File: src/icm_pkg.sv
/*
 * Shared constants of the infrared carrier modulator: register offsets, field positions,
 * reset values and count limits. Assumes a single 100 MHz bus clock and an AXI4-Lite master.
 */
// What this block does
// enable, no baseband, no shift selects time mode
// mark and space in divided-by-eight source units, in carrier periods in shift mode
// mark lasts count plus one, space count
// software keeps mark longer than carrier high
// extended space adds whole mark-space periods
// extended space can mute a whole mark
// shift mode swaps carrier sets every period
// current carrier set is never readable
// extended space ends after clearing period's space
// shift-mode extended space alternates both sets
// enabled modulator drives the infrared pin
// disabled modulator lets latch drive the pin
// polarity bit selects active high or low
// baseband mark is steady active, no carrier
// divider field divides clock, zero means one
package icm_pkg;

	// ----------------------------------------------------------------
	// register byte offsets
	// ----------------------------------------------------------------
	localparam logic [7:0] ICM_OFS_CTRL    = 8'h00;
	localparam logic [7:0] ICM_OFS_OUTCTL  = 8'h04;
	localparam logic [7:0] ICM_OFS_CARRIER = 8'h08;
	localparam logic [7:0] ICM_OFS_MARK    = 8'h0c;
	localparam logic [7:0] ICM_OFS_SPACE   = 8'h10;
	localparam logic [7:0] ICM_OFS_STATUS  = 8'h14;

	// ----------------------------------------------------------------
	// field positions
	// ----------------------------------------------------------------
	localparam int ICM_CTRL_EN     = 0;
	localparam int ICM_CTRL_PLAIN_ENVELOPE_SELECT   = 1;
	localparam int ICM_CTRL_FSK    = 2;
	localparam int ICM_CTRL_EXTENDED_SPACE_CTRL  = 3;
	localparam int ICM_CTRL_DIV_LO = 4;
	localparam int ICM_OUT_LATCH   = 0;
	localparam int ICM_OUT_POL     = 1;
	localparam int ICM_CAR_PHI     = 0;
	localparam int ICM_CAR_PLO     = 8;
	localparam int ICM_CAR_SHI     = 16;
	localparam int ICM_CAR_SLO     = 24;

	// ----------------------------------------------------------------
	// reset values and counts
	// ----------------------------------------------------------------
	localparam logic [5:0]  ICM_RST_CTRL    = 6'h00;
	localparam logic [1:0]  ICM_RST_OUTCTL  = 2'h0;
	localparam logic [31:0] ICM_RST_CARRIER = 32'h01010101;
	localparam logic [15:0] ICM_RST_MARK    = 16'h0000;
	localparam logic [15:0] ICM_RST_SPACE   = 16'h0000;
	localparam logic [2:0]  ICM_PRE_LAST    = 3'h7;
	localparam logic [1:0]  ICM_RESP_OKAY   = 2'h0;
	localparam logic [1:0]  ICM_RESP_SLVERR = 2'h2;

endpackage

File: src/icm_modulator.sv
/*
 * Infrared carrier modulator with AXI4-Lite register slave and output stage.
 * Assumes one 100 MHz bus clock, a synchronous active-low reset and an AXI4-Lite master
 * that keeps valid and payload steady until the handshake.
 */
// Decided for this implementation: the register addresses and register access over AXI4-Lite.
`timescale 1ns/10ps
`default_nettype none
module icm_modulator
	import icm_pkg::*;
(
	input  wire logic        aclk,
	input  wire logic        aresetn,
	input  wire logic [7:0]  s_axi_awaddr,
	input  wire logic [2:0]  s_axi_awprot,
	input  wire logic        s_axi_awvalid,
	output var  logic        s_axi_awready,
	input  wire logic [31:0] s_axi_wdata,
	input  wire logic [3:0]  s_axi_wstrb,
	input  wire logic        s_axi_wvalid,
	output var  logic        s_axi_wready,
	output var  logic [1:0]  s_axi_bresp,
	output var  logic        s_axi_bvalid,
	input  wire logic        s_axi_bready,
	input  wire logic [7:0]  s_axi_araddr,
	input  wire logic [2:0]  s_axi_arprot,
	input  wire logic        s_axi_arvalid,
	output var  logic        s_axi_arready,
	output var  logic [31:0] s_axi_rdata,
	output var  logic [1:0]  s_axi_rresp,
	output var  logic        s_axi_rvalid,
	input  wire logic        s_axi_rready,
	output var  logic        infrared_out_pin
);

	// ----------------------------------------------------------------
	// state
	// ----------------------------------------------------------------
	typedef struct packed {
		logic        awrdy;
		logic        wrdy;
		logic        arrdy;
		logic        aw_ok;
		logic [7:0]  aw_addr;
		logic        w_ok;
		logic [31:0] w_data;
		logic [3:0]  w_strb;
		logic        bvalid;
		logic [1:0]  bresp;
		logic        rvalid;
		logic [31:0] rdata;
		logic [1:0]  rresp;
		logic [5:0]  ctrl;
		logic [1:0]  outctl;
		logic [31:0] carrier;
		logic [15:0] mark;
		logic [15:0] space;
		logic [2:0]  pre;
		logic [7:0]  ccnt;
		logic        chigh;
		logic [15:0] mcnt;
		logic        in_mark;
		logic        mute;
		logic        sec;
		logic        pin;
	} icm_state_t;

	icm_state_t st_r;
	icm_state_t st_nxt;
	logic       src_en;
	logic       unit;
	logic       end_p;
	logic       cdone;
	logic       mod_out;
	logic [7:0] hi_cnt;
	logic [7:0] lo_cnt;

	// ----------------------------------------------------------------
	// source clock divider
	// ----------------------------------------------------------------
	icm_src_div u_div (
		.aclk    (aclk),
		.aresetn (aresetn),
		.run     (st_r.ctrl[ICM_CTRL_EN]),
		.sel     (st_r.ctrl[ICM_CTRL_DIV_LO +: 2]),
		.en      (src_en)
	);

	function automatic logic [31:0] merge(
		input logic [31:0] old,
		input logic [31:0] data,
		input logic [3:0]  strb
	);
		logic [31:0] res;
		res = old;
		for (int i = 0; i < 4; i++) begin
			if (strb[i]) begin
				res[8*i +: 8] = data[8*i +: 8];
			end
		end
		return res;
	endfunction

	always_comb begin
		st_nxt = st_r;
		cdone = 1'b0;
		unit = 1'b0;
		end_p = 1'b0;
		mod_out = 1'b0;
		hi_cnt = st_r.sec ? st_r.carrier[ICM_CAR_SHI +: 8] : st_r.carrier[ICM_CAR_PHI +: 8];
		lo_cnt = st_r.sec ? st_r.carrier[ICM_CAR_SLO +: 8] : st_r.carrier[ICM_CAR_PLO +: 8];

		// ----------------------------------------------------------------
		// write channel: address and data in either order
		// ----------------------------------------------------------------
		if (s_axi_awvalid && st_r.awrdy) begin
			st_nxt.aw_ok = 1'b1;
			st_nxt.aw_addr = s_axi_awaddr;
		end
		if (s_axi_wvalid && st_r.wrdy) begin
			st_nxt.w_ok = 1'b1;
			st_nxt.w_data = s_axi_wdata;
			st_nxt.w_strb = s_axi_wstrb;
		end
		if (st_r.bvalid && s_axi_bready) begin
			st_nxt.bvalid = 1'b0;
		end
		if (st_nxt.aw_ok && st_nxt.w_ok && !st_nxt.bvalid) begin
			st_nxt.aw_ok = 1'b0;
			st_nxt.w_ok = 1'b0;
			st_nxt.bvalid = 1'b1;
			st_nxt.bresp = ICM_RESP_OKAY;
			if (st_nxt.aw_addr[7:2] == ICM_OFS_CTRL[7:2]) begin
				// a write of zero must land too, it is how software stops the modulator
				st_nxt.ctrl = 6'(merge(32'(st_r.ctrl), st_nxt.w_data, st_nxt.w_strb));
			end else if (st_nxt.aw_addr[7:2] == ICM_OFS_OUTCTL[7:2]) begin
				st_nxt.outctl = 2'(merge(32'(st_r.outctl), st_nxt.w_data, st_nxt.w_strb));
			end else if (st_nxt.aw_addr[7:2] == ICM_OFS_CARRIER[7:2]) begin
				st_nxt.carrier = merge(st_r.carrier, st_nxt.w_data, st_nxt.w_strb);
			end else if (st_nxt.aw_addr[7:2] == ICM_OFS_MARK[7:2]) begin
				st_nxt.mark = 16'(merge(32'(st_r.mark), st_nxt.w_data, st_nxt.w_strb));
			end else if (st_nxt.aw_addr[7:2] == ICM_OFS_SPACE[7:2]) begin
				st_nxt.space = 16'(merge(32'(st_r.space), st_nxt.w_data, st_nxt.w_strb));
			end else if (st_nxt.aw_addr[7:2] == ICM_OFS_STATUS[7:2]) begin
				st_nxt.bresp = ICM_RESP_OKAY;
			end else begin
				st_nxt.bresp = ICM_RESP_SLVERR;
			end
		end
		st_nxt.awrdy = !st_nxt.aw_ok && !st_nxt.bvalid;
		st_nxt.wrdy = !st_nxt.w_ok && !st_nxt.bvalid;

		// ----------------------------------------------------------------
		// read channel: one-cycle answer
		// ----------------------------------------------------------------
		if (st_r.rvalid && s_axi_rready) begin
			st_nxt.rvalid = 1'b0;
		end
		if (s_axi_arvalid && st_r.arrdy) begin
			st_nxt.rvalid = 1'b1;
			st_nxt.rresp = ICM_RESP_OKAY;
			st_nxt.rdata = 32'h00000000;
			if (s_axi_araddr[7:2] == ICM_OFS_CTRL[7:2]) begin
				st_nxt.rdata = 32'(st_r.ctrl);
			end else if (s_axi_araddr[7:2] == ICM_OFS_OUTCTL[7:2]) begin
				st_nxt.rdata = 32'(st_r.outctl);
			end else if (s_axi_araddr[7:2] == ICM_OFS_CARRIER[7:2]) begin
				st_nxt.rdata = st_r.carrier;
			end else if (s_axi_araddr[7:2] == ICM_OFS_MARK[7:2]) begin
				st_nxt.rdata = 32'(st_r.mark);
			end else if (s_axi_araddr[7:2] == ICM_OFS_SPACE[7:2]) begin
				st_nxt.rdata = 32'(st_r.space);
			end else if (s_axi_araddr[7:2] == ICM_OFS_STATUS[7:2]) begin
				// carrier set in use is deliberately left out
				st_nxt.rdata = {29'h0, st_r.mute, st_r.in_mark, st_r.pin};
			end else begin
				st_nxt.rresp = ICM_RESP_SLVERR;
			end
		end
		st_nxt.arrdy = !st_nxt.rvalid;

		// ----------------------------------------------------------------
		// carrier generator and mark/space sequencer
		// ----------------------------------------------------------------
		if (!st_r.ctrl[ICM_CTRL_EN]) begin
			st_nxt.pre = 3'h0;
			st_nxt.ccnt = 8'h00;
			st_nxt.chigh = 1'b1;
			st_nxt.mcnt = 16'h0000;
			st_nxt.in_mark = 1'b1;
			st_nxt.mute = 1'b0;
			st_nxt.sec = 1'b0;
		end else begin
			if (src_en) begin
				st_nxt.pre = st_r.pre + 3'h1;
				// zero counts behave as one, so the carrier never stalls
				if (st_r.chigh && (st_r.ccnt + 8'h01) >= hi_cnt) begin
					st_nxt.chigh = 1'b0;
					st_nxt.ccnt = 8'h00;
				end else if (!st_r.chigh && (st_r.ccnt + 8'h01) >= lo_cnt) begin
					st_nxt.chigh = 1'b1;
					st_nxt.ccnt = 8'h00;
					cdone = 1'b1;
				end else begin
					st_nxt.ccnt = st_r.ccnt + 8'h01;
				end
			end
			if (st_r.ctrl[ICM_CTRL_FSK] && !st_r.ctrl[ICM_CTRL_PLAIN_ENVELOPE_SELECT]) begin
				unit = cdone;
			end else begin
				unit = src_en && st_r.pre == ICM_PRE_LAST;
			end
			if (unit) begin
				if (st_r.in_mark) begin
					if (st_r.mcnt == st_r.mark) begin
						st_nxt.mcnt = 16'h0000;
						if (st_r.space == 16'h0000) begin
							end_p = 1'b1;
						end else begin
							st_nxt.in_mark = 1'b0;
						end
					end else begin
						st_nxt.mcnt = st_r.mcnt + 16'h0001;
					end
				end else if ((st_r.mcnt + 16'h0001) >= st_r.space) begin
					end_p = 1'b1;
				end else begin
					st_nxt.mcnt = st_r.mcnt + 16'h0001;
				end
			end
			if (end_p) begin
				st_nxt.in_mark = 1'b1;
				st_nxt.mcnt = 16'h0000;
				// mute decided per whole period; a clear frees the next mark only
				st_nxt.mute = st_r.ctrl[ICM_CTRL_EXTENDED_SPACE_CTRL];
				if (st_r.ctrl[ICM_CTRL_FSK] && !st_r.ctrl[ICM_CTRL_PLAIN_ENVELOPE_SELECT]) begin
					st_nxt.sec = !st_r.sec;
				end
			end
		end

		// ----------------------------------------------------------------
		// transmitter stage
		// ----------------------------------------------------------------
		if (st_nxt.ctrl[ICM_CTRL_PLAIN_ENVELOPE_SELECT]) begin
			mod_out = st_nxt.in_mark && !st_nxt.mute;
		end else begin
			mod_out = st_nxt.in_mark && !st_nxt.mute && st_nxt.chigh;
		end
		if (st_nxt.ctrl[ICM_CTRL_EN]) begin
			st_nxt.pin = mod_out ^ st_nxt.outctl[ICM_OUT_POL];
		end else begin
			st_nxt.pin = st_nxt.outctl[ICM_OUT_LATCH];
		end
	end

	always_ff @(posedge aclk) begin
		if (!aresetn) begin
			st_r <= '0;
			st_r.awrdy <= 1'b1;
			st_r.wrdy <= 1'b1;
			st_r.arrdy <= 1'b1;
			st_r.ctrl <= ICM_RST_CTRL;
			st_r.outctl <= ICM_RST_OUTCTL;
			st_r.carrier <= ICM_RST_CARRIER;
			st_r.mark <= ICM_RST_MARK;
			st_r.space <= ICM_RST_SPACE;
			st_r.chigh <= 1'b1;
			st_r.in_mark <= 1'b1;
		end else begin
			st_r <= st_nxt;
		end
	end

	assign s_axi_awready = st_r.awrdy;
	assign s_axi_wready = st_r.wrdy;
	assign s_axi_bresp = st_r.bresp;
	assign s_axi_bvalid = st_r.bvalid;
	assign s_axi_arready = st_r.arrdy;
	assign s_axi_rdata = st_r.rdata;
	assign s_axi_rresp = st_r.rresp;
	assign s_axi_rvalid = st_r.rvalid;
	assign infrared_out_pin = st_r.pin;
endmodule
`default_nettype wire

File: src/icm_src_div.sv
/*
 * Source clock divider: turns the bus clock into a one-cycle enable pulse every
 * 2**sel cycles. Assumes sel comes from a register on the same clock.
 */
`timescale 1ns/10ps
`default_nettype none
module icm_src_div
	import icm_pkg::*;
(
	input  wire logic       aclk,
	input  wire logic       aresetn,
	input  wire logic       run,
	input  wire logic [1:0] sel,
	output var  logic       en
);

	typedef struct packed {
		logic [2:0] cnt;
		logic       en;
	} icm_div_state_t;

	icm_div_state_t st_r;
	icm_div_state_t st_nxt;
	logic [2:0]     last;

	// ----------------------------------------------------------------
	// divide by 1, 2, 4 or 8
	// ----------------------------------------------------------------
	always_comb begin
		last = 3'((4'h1 << sel) - 4'h1);
		st_nxt = st_r;
		st_nxt.en = 1'b0;
		if (!run) begin
			st_nxt.cnt = 3'h0;
		end else if (st_r.cnt >= last) begin
			st_nxt.cnt = 3'h0;
			st_nxt.en = 1'b1;
		end else begin
			st_nxt.cnt = st_r.cnt + 3'h1;
		end
	end

	always_ff @(posedge aclk) begin
		if (!aresetn) begin
			st_r <= '0;
		end else begin
			st_r <= st_nxt;
		end
	end

	assign en = st_r.en;
endmodule
`default_nettype wire

File: config.mk
export PLATFORM = sky130hd
export DESIGN_NAME = icm_modulator
export DESIGN_NICKNAME = d
export VERILOG_FILES = /design/src/icm_pkg.sv /design/src/icm_modulator.sv /design/src/icm_src_div.sv
export SDC_FILE = /design/constraint.sdc
export NUM_CORES = 1
export LEC_CHECK = 0
export BUFFER_PORTS_ARGS = -buffer_cell sky130_fd_sc_hd__buf_2
export CAP_MARGIN = 15
export CORE_ASPECT_RATIO = 1.1
export CORE_MARGIN = 2
export CORE_UTILIZATION = 40
export DETAILED_ROUTE_END_ITERATION = 16
export PLACE_DENSITY = 0.63
export SLEW_MARGIN = 20
export SYNTH_ARGS = -nofsm -noshare
export SYNTH_HDL_FRONTEND = slang
export SYNTH_SLANG_ARGS = --single-unit
File: constraint.sdc
create_clock -name aclk -period 4 [get_ports aclk]
set_input_delay 1.2 -clock aclk [delete_from_list [all_inputs] [get_ports aclk]]
set_output_delay 1.2 -clock aclk [all_outputs]
set_load 0.03 [all_outputs]
==> metrics, run 1 <==
Final ANT Viol Nets=0; hold depth=1; clk_lat worst skew=0.44 ns; pin count of the biggest net entering global routing=126; top-area cell type share of the netlist area=39.73%; asr flop ratio synth=0%; GRT overflow=0; Initial DRC Count=around 490; Worst Hold Launch=u_div.st_r[1]; most common cell in the netlist=dfxtp_1; synthesized area per cell=roughly 9.4 sq um; fmax=about 0.28 GHz; root buf cell=clkbuf_16; DIE WIDTH=151.9 um; Final HPWL DP=17860 um; drt pass-1 iters=6; I/O Buffers=between 90 and 100; deepest clock path buffer count=2; CP Launch Type=flop; Syn Inst Count=roughly 1000; initial antenna violation count=0; net count reported at finish=about 1200; Worst Path Class, Setup=reg2reg; TritonCTS clock tree=built; Setup TNS Final=0 ns; Initial Util=around two fifths; R2R Path End=st_r[2]; leakage power=a little over 5 nW; Area growth syn-to-layout=11.71%; n_diodes=0; Worst IR Drop VDD=between 0.2 and 0.25 mV; share of layout cells above drive strength 1=roughly 17%; Final Hold Vio Count=0; Critical Path AT=between 3 and 4 ns; slew at the pin closest to its max-slew limit=about 1.0 ns; R2R Path Start=st_r[4]; WL/cell=between 15 and 20 um; Yosys reg bits=around 190; max_slew headroom=30.10%; Max H-tree Level=4; post-synth design cell area=approximately 0.0096 sq mm; Hold Path End=u_div.st_r[1]; count of final max-slew check failures=0; top cells by area, synth=dfxtp_1, o211a_1, mux2i_1; Worst EP required=between 4 and 5 ns; skew final=approximately 0.0096 ns; dpl cell area=just over 0.01 sq mm; minimum clock period=3.625 ns; Worst Setup End Kind=flop; via count=around 7600; core box area=roughly 0.024 sq mm; DIE AREA=around 0.025 sq mm; worst r2r path cells=16; RSZ-0062 raised after global routing=false; fin crit share=90.63%; Min-Delay Path Class=reg2reg; max-cap violation count=0; Netlist cell types=74; total CTS buffers=17; leading area contributor after synthesis=dfxtp_1; Post-Route WL=about 24000 um; num ports=107; CP Max Fanout=6; vias per inst=5.476; R2R Setup Slk=~0.37 ns; Design Area, Final=0.01075 sq mm; pwr dens=392.9 mW/mm^2; sequential fraction of the synthesis area=39.73%; TritonCTS sink count=~190; yosys warns=0; DIE HEIGHT=approximately 170 um; vias in the first global route=around 7000; # fillers=between 2000 and 2500; Final GP Congestion=around 0.86; status=finished clean; Post-synth EDFFs=0; CP startpoint=st_r[4]; All-Layer GR Usage=a little under a fifth; Synth Flop Type=dfxtp_1; setup violators final=0; global-route wire length before repair=~39000 um; num rows=59; # DRC=0; Post-synth top cells=dfxtp_1, nand2_1, o211a_1; Clock transition at path regs=approximately 0.070 ns
==> metrics by stage <==
step                      setup slack (ns)  cells  hold slack [ns]  power [mW]  util, %
after global routing               0.06355   1389           0.4853       4.406    45.51
after detailed placement            0.2292   1357           0.4384       2.602    43.07
after CTS                           0.2068   1389           0.4485       4.261    45.49
after global placement              0.3467   1357           0.4337       2.595    43.07
final                               0.3749   1389           0.4561       4.224    45.51
after floorplan                     0.6618   1028           0.4173       2.453        -
==> routing by layer <==
metal / track usage [%] / share of wire (%) / vias to the layer above
li1: - / - / 3746
met1: 24.86 / 46 / 3619
met2: 31.75 / 47 / 191
met3: 3.279 / 4.4 / 50
met4: 7.192 / 2.6 / 0
met5: 0 / 0 / -
==> critical path, stage by stage, from the launching register on <==
cell and delay (ns):
dfxtp_1 0.46, ha_1 0.23, nand3_1 0.18, nor4_1 0.36
buf_4 0.18, nand3_1 0.09, xnor2_1 0.17, ha_1 0.34
nand4_1 0.12, nor3_2 0.27, nand3b_1 0.14, a41oi_1 0.32
buf_4 0.19, o21ai_2 0.09, buf_4 0.16, mux2i_1 0.14
nor2_1 0.06
==> where the power goes <==
part	total, mW	leakage, nW	switching, mW	internal (mW)
logic	0.532	3.35	0.337	0.195
registers	2.02	1.55	0.0426	1.98
clock network	1.67	0.283	0.834	0.835
==> what timing repair did <==
| item | CTS | global route |
|---|---|---|
| hold buffers | 0 | 0 |
| setup endpoints to repair | 0 | 2 |
| setup buffers | 0 | 0 |
| resized for setup | 0 | 2 |
==> worst max path at each step <==
stage / end / cells after the start
final: st_r[2] / 16
after global routing: st_r[1] / 16
after CTS: infrared_out_pin / 14
after detailed placement: infrared_out_pin / 14
after global placement: infrared_out_pin / 14
after floorplan: infrared_out_pin / 13
==> kinds of logic (layout without fill, tap and decap cells) <==
group | Yosys count | count (layout) | synth area share [%]
AND/OR/NAND/NOR | 331 | 331 | 18.02
AO/OA/AOI/OAI | 237 | 237 | 19.68
flip-flops | 191 | 191 | 39.73
buffers and inverters | 120 | 176 | 6.474
multiplexers | 69 | 69 | 7.319
adder cells (fa/ha/maj) | 40 | 40 | 5.200
XOR/XNOR | 38 | 38 | 3.536
other | 1 | 2 | 0.03896
==> flip-flops by register name (all words and copies together), names as in the netlist <==
signal / count
s_axi_rresp: 1
st_r: 147
infrared_out_pin: 1
s_axi_awready: 1
s_axi_rdata: 32
s_axi_bresp: 1
u_div.en: 1
s_axi_rvalid: 1
s_axi_bvalid: 1
s_axi_arready: 1
s_axi_wready: 1
u_div.st_r: 3
==> cell type report <==
type	instances	area (sq um)	share of cell area, %
Inverter	27	101.3	0.9426
Tap cell	305	381.6	3.549
Clock buffer	18	429.2	3.992
Sequential cell	191	3824	35.56
Clock inverter	14	143.9	1.338
Multi-Input combinational cell	717	5189	48.26
Timing Repair Buffer	117	683.2	6.354
==> cell usage in the layout (no fill, tap or decap), drive strengths merged, types with 3 or more instances in the layout <==
cell     netlist  layout
dfxtp        191     191
nand2        120     120
buf           54     117
o211a         76      76
mux2i         61      61
nor2b         58      58
nor2          44      44
ha            40      40
a21oi         38      38
inv           26      35
xor2          27      27
o21ai         27      27
a22oi         21      21
nand3         20      20
clkbuf        39      18
and2          15      15
nor4          13      13
and3          12      12
xnor2         11      11
a22o          11      11
a221o         11      11
nor3          11      11
nand2b         8       8
mux2           8       8
nand4          7       7
o2111ai        7       7
o21a           6       6
a21boi         6       6
clkinv         1       6
nor3b          5       5
or3            5       5
a31oi          4       4
a211oi         4       4
nand4b         4       4
a221oi         4       4
or2            3       3
a21o           3       3
nand3b         3       3
a2bb2oi        3       3
(Power assumes the default switching activity.)
==> run 2, diff against run 1 <==
--- a/config.mk
+++ b/config.mk
@@ -10,6 +10,7 @@
 export CORE_ASPECT_RATIO = 1.1
 export CORE_MARGIN = 2
 export CORE_UTILIZATION = 40
+export CTS_BUF_LIST = sky130_fd_sc_hd__clkbuf_4
 export DETAILED_ROUTE_END_ITERATION = 16
 export PLACE_DENSITY = 0.63
 export SLEW_MARGIN = 20
==> metrics, run 2 (same netlist as run 1, synthesis figures left out) <==
commonest non-fill, non-tap cell in the layout=dfxtp_1; # DRC=0; DIE AREA=around 0.025 sq mm; DIE HEIGHT=166.7 um; setup bufs post-CTS=0; DR WL met2=about 11000 um; share of layout cells above drive strength 1=between 15 and 20%; Area growth syn-to-layout=8.698%; core box area=0.02362 sq mm; sequential share of power=about 56%; commonest non-fill, non-tap cells in the layout=dfxtp_1, nand2_1, buf_2, o211a_1, mux2i_1; Final Core Density=approximately 44%; All-Layer GR Usage=between 10% and 20%; Final GP Congestion=approximately 0.86; Final HPWL DP=17860 um; Setup TNS Final=0 ns; Initial DRC Count=between 400 and 500; drt pass-1 iters=5; total CTS buffers=17; # fillers=~2300; switching share of power=31.58%; pwr dens=about 350 mW/mm^2; GRT overflow=0; Worst IR Drop VDD=roughly 0.16 mV; Worst Setup End Kind=flop; num rows=approximately 60; via count=7625; Reg area=approximately 0.0038 sq mm; CP Launch Type=flop; R2R Setup Slk=about 0.35 ns; deepest clock path buffer count=2; setup violators final=0; max reg flops=147; combinational share of power=14.7%; clock share of power=29.2%; Critical Path AT=approximately 4.2 ns; worst r2r path cells=16; max_slew headroom=around 32%; slew at the pin closest to its max-slew limit=a little over 1 ns; WL met1=around 11000 um; Clock transition at path regs=0.17 ns; net load switching power=between 1 and 1.5 mW; Multi-input gate area=0.005189 sq mm; status=finished clean; net count reported at finish=approximately 1200; global-route wire length before repair=~40000 um; Final Hold Vio Count=0; Final ANT Viol Nets=0; register with the most flip-flops=st_r; Cell Int Power=2.470 mW; CP Max Fanout=5; routed length on met3=a little over 1000 um; RSZ-0062 raised after global routing=false; fin crit share=between 90% and 100%; minimum clock period=3.652 ns; pin count of the biggest net entering global routing=roughly 130; fmax=about 0.27 GHz; leakage power=5.056 nW; vias per inst=between 5 and 6; Hold-fix buffers, CTS=0; top routing layer in use=met4; Initial Util=between 40% and 50%; clk_lat worst skew=just over 0.6 ns; max-cap violation count=0; WL/cell=17.40 um; count of final max-slew check failures=0; Post-Route WL=24190 um; DIE WIDTH=approximately 150 um; PnR worst setup slack=around 0.35 ns; Max H-tree Level=4; skew final=between 0.02 and 0.025 ns; I/O Buffers=94; TritonCTS sink count=between 150 and 200; num ports=107; worst slack at placement=approximately 0.23 ns; vias in the first global route=between 7000 and 8000; cts repair resizes=0; hold depth=1; Worst Path Class, Setup=reg2reg; root buf cell=clkbuf_4; Worst EP required=4.57 ns; Min-Delay Path Class=reg2reg; initial antenna violation count=1; TritonCTS clock tree=built
## run 2: stage by stage
| stage | total power [mW] | hold slack, ns | std cells | instance area, sq um |
|---|---|---|---|---|
| floorplan | 2.453 | 0.4173 | 1028 | 9628 |
| global placement | 2.595 | 0.4337 | 1357 | 10170 |
| detailed placement | 2.602 | 0.4384 | 1357 | 10170 |
| CTS | 3.645 | 0.4587 | 1389 | 10450 |
| global route | 3.786 | 0.4958 | 1390 | 10460 |
| finish | 3.610 | 0.4680 | 1390 | 10460 |
## run 2: final timing paths
kind                               startpoint            end
worst max-delay path                  st_r[5]        st_r[1]
worst min-delay path            u_div.st_r[1]  u_div.st_r[1]
worst max register to register        st_r[5]        st_r[1]
worst min register to register  u_div.st_r[1]  u_div.st_r[1]
## run 2: final cells by class
type                            count  area share, %
Timing Repair Buffer              117          6.530
Clock buffer                       18          1.292
Clock inverter                     14          1.375
Multi-Input combinational cell    717          49.60
Antenna cell                        1        0.02392
Tap cell                          305          3.648
Sequential cell                   191          36.56
Inverter                           27         0.9688
## run 2: worst max-delay path, stage by stage (launching register included)
cell and delay [ns]:
dfxtp_1 0.46, ha_1 0.23, nand3_1 0.18, nor4_1 0.37, buf_4 0.18, nand3_1 0.09, xnor2_1 0.17, ha_1 0.33
nand4_1 0.12, nor3_2 0.28, nand3b_1 0.14, a41oi_1 0.32, buf_4 0.19, o21ai_2 0.09, buf_4 0.17, nor3_1 0.16
o21a_1 0.14
## run 2: per-layer routing
metal | vias to the layer above | GRT usage [%]
met5 | - | 0
met4 | 0 | 6.420
met3 | 43 | 3.409
met2 | 191 | 31.86
met1 | 3648 | 24.78
li1 | 3743 | -
## run 2: power groups by stage
stage	logic (mW)	clock network [mW]	registers (mW)
detailed placement	0.534	0	2.07
floorplan	0.381	0	2.07
global placement	0.530	0	2.07
global route	0.581	1.17	2.04
CTS	0.536	1.08	2.03
finish	0.531	1.05	2.03
==> run 3, diff against run 2 <==
--- a/config.mk
+++ b/config.mk
@@ -8,7 +8,6 @@
 export BUFFER_PORTS_ARGS = -buffer_cell sky130_fd_sc_hd__buf_2
 export CAP_MARGIN = 15
 export CORE_ASPECT_RATIO = 1.1
-export CORE_MARGIN = 2
 export CORE_UTILIZATION = 40
 export CTS_BUF_LIST = sky130_fd_sc_hd__clkbuf_4
 export DETAILED_ROUTE_END_ITERATION = 16
==> metrics, run 3 (same netlist as run 1, synthesis figures left out) <==
status=finished clean; GRT Max-Usage Layer=met2; vias per inst=around 5.4; Reg area=between 0.003 and 0.004 sq mm; Hold-fix buffers, CTS=0; num ports=107; Final HPWL DP=17970 um; worst r2r path cells=14; grt met1 use=about a quarter; minimum clock period=approximately 3.7 ns; Post-Route WL=about 24000 um; setup violators final=0; CP Launch Type=flop; Design Area, Final=between 0.01 and 0.015 sq mm; max reg flops=about 150; drt pass-1 iters=5; vias in the first global route=a little under 7000; Final Core Density=44.35%; fmax=~0.27 GHz; Worst IR Drop VDD=0.1352 mV; root buf cell=clkbuf_4; total CTS buffers=17; clk_lat worst skew=between 0.5 and 0.6 ns; slew at the pin closest to its max-slew limit=0.8844 ns; setup bufs post-CTS=0; RSZ-0062 raised after global routing=false; net count reported at finish=roughly 1200; commonest non-fill, non-tap cell in the layout=dfxtp_1; register with the most flip-flops=st_r; grt met2 use=roughly a third; Multi-input gate area=approximately 0.0052 sq mm; dpl cell area=about 0.010 sq mm; Worst Setup End Kind=flop; R2R Setup Slk=0.31 ns; CP Max Fanout=6; hold depth=1; worst slack at placement=approximately 0.35 ns; global-route wire length before repair=37080 um; DIE WIDTH=149.9 um; I/O Buffers=between 90 and 100; Final ANT Viol Nets=0; max-cap violation count=0; R2R Path End=infrared_out_pin; WL/cell=17.10 um; DIE HEIGHT=164.7 um; deepest clock path buffer count=2; Initial DRC Count=about 410; # fillers=2331; Final Hold Vio Count=0; skew final=a little over 0.02 ns; All-Layer GR Usage=between 10% and 20%; cts repair resizes=0; GRT overflow=0; DIE AREA=around 0.025 sq mm; # DRC=0; Worst EP required=4.50 ns; leakage power=just over 5 nW; Clock transition at path regs=approximately 0.15 ns; R2R Path Start=st_r[4]; pin count of the biggest net entering global routing=81; share of layout cells above drive strength 1=about 17%; Area growth syn-to-layout=8.853%; max_slew headroom=around two fifths; CP startpoint=st_r[4]; Hold WS=about 0.46 ns; via count=7563; PnR worst setup slack=0.3075 ns; initial antenna violation count=2; Worst Path Class, Setup=reg2reg; crit path to=infrared_out_pin; met3 Use GR=around 3.4%; fin crit share=between 90 and 100%; Critical Path AT=approximately 4.2 ns; commonest non-fill, non-tap cells in the layout=dfxtp_1, nand2_1, buf_2, o211a_1, mux2i_1; num rows=59; Min-Delay Path Class=reg2reg; core box area=between 0.02 and 0.025 sq mm; Setup TNS Final=0 ns; Initial Util=just over 40%; Final GP Congestion=slightly below 0.9; count of final max-slew check failures=0; pwr dens=around 340 mW/mm^2; TritonCTS clock tree=built; TritonCTS sink count=191; Max H-tree Level=4
[run 3: cell types whose count changed in the layout (fill, tap and decap cells not counted), moves of 2 or more]
cell       change
clkinv_1       +2
buf_4          +5
inv_6          -2
clkinv_8       -2
inv_8          -4
bufinv_16      +2
[run 3: where the power goes]
part / internal, mW / switching, mW / total (mW)
Combinational: 0.194 / 0.335 / 0.529
Clock: 0.388 / 0.670 / 1.06
Sequential: 1.98 / 0.0436 / 2.03
[run 3: layer usage]
layer	vias to the layer above	part of all wire, %	routed length [um]
li1	3748	-	-
met1	3603	47	11090
met2	184	47	11310
met3	28	4.1	973
met4	0	2.0	477
met5	-	0	0
[run 3: critical path, stage by stage (launching register included)]
cell and delay, ns:
dfxtp_1 0.49, ha_1 0.24, nand3_1 0.12, nor4_1 0.38, buf_4 0.19, nand3_1 0.09, xnor2_1 0.18, ha_1 0.33
nand4_1 0.09, nor3_1 0.32, nand3b_1 0.15, a41oi_1 0.29, o21ai_0 0.25, a2111o_1 0.42, o211ai_1 0.10
[run 3: through the flow]
stage | std cells | power [mW]
after floorplan | 1028 | 2.453
after global placement | 1361 | 2.593
after detailed placement | 1361 | 2.602
after CTS | 1393 | 3.651
after global routing | 1394 | 3.788
final | 1395 | 3.614
[run 3: layout make-up]
| cell class | instances | share of cell area (%) |
|---|---|---|
| multi-input combinational | 717 | 49.48 |
| sequential | 191 | 36.50 |
| timing repair buffer | 121 | 6.688 |
| tap | 305 | 3.643 |
| clock buffer | 19 | 1.362 |
| clock inverter | 13 | 1.314 |
| inverter | 27 | 0.9674 |
| antenna | 2 | 0.04777 |
[run 3: how the worst min path moves through the flow]
stage,startpoint,endpoint,slack [ns]
after floorplan,u_div.st_r[1],u_div.st_r[1],0.42
after global placement,u_div.st_r[1],u_div.st_r[1],0.43
after detailed placement,u_div.st_r[1],u_div.st_r[1],0.44
after CTS,u_div.st_r[1],u_div.st_r[1],0.46
after global routing,u_div.st_r[1],u_div.st_r[1],0.49
final,u_div.st_r[1],u_div.st_r[1],0.46
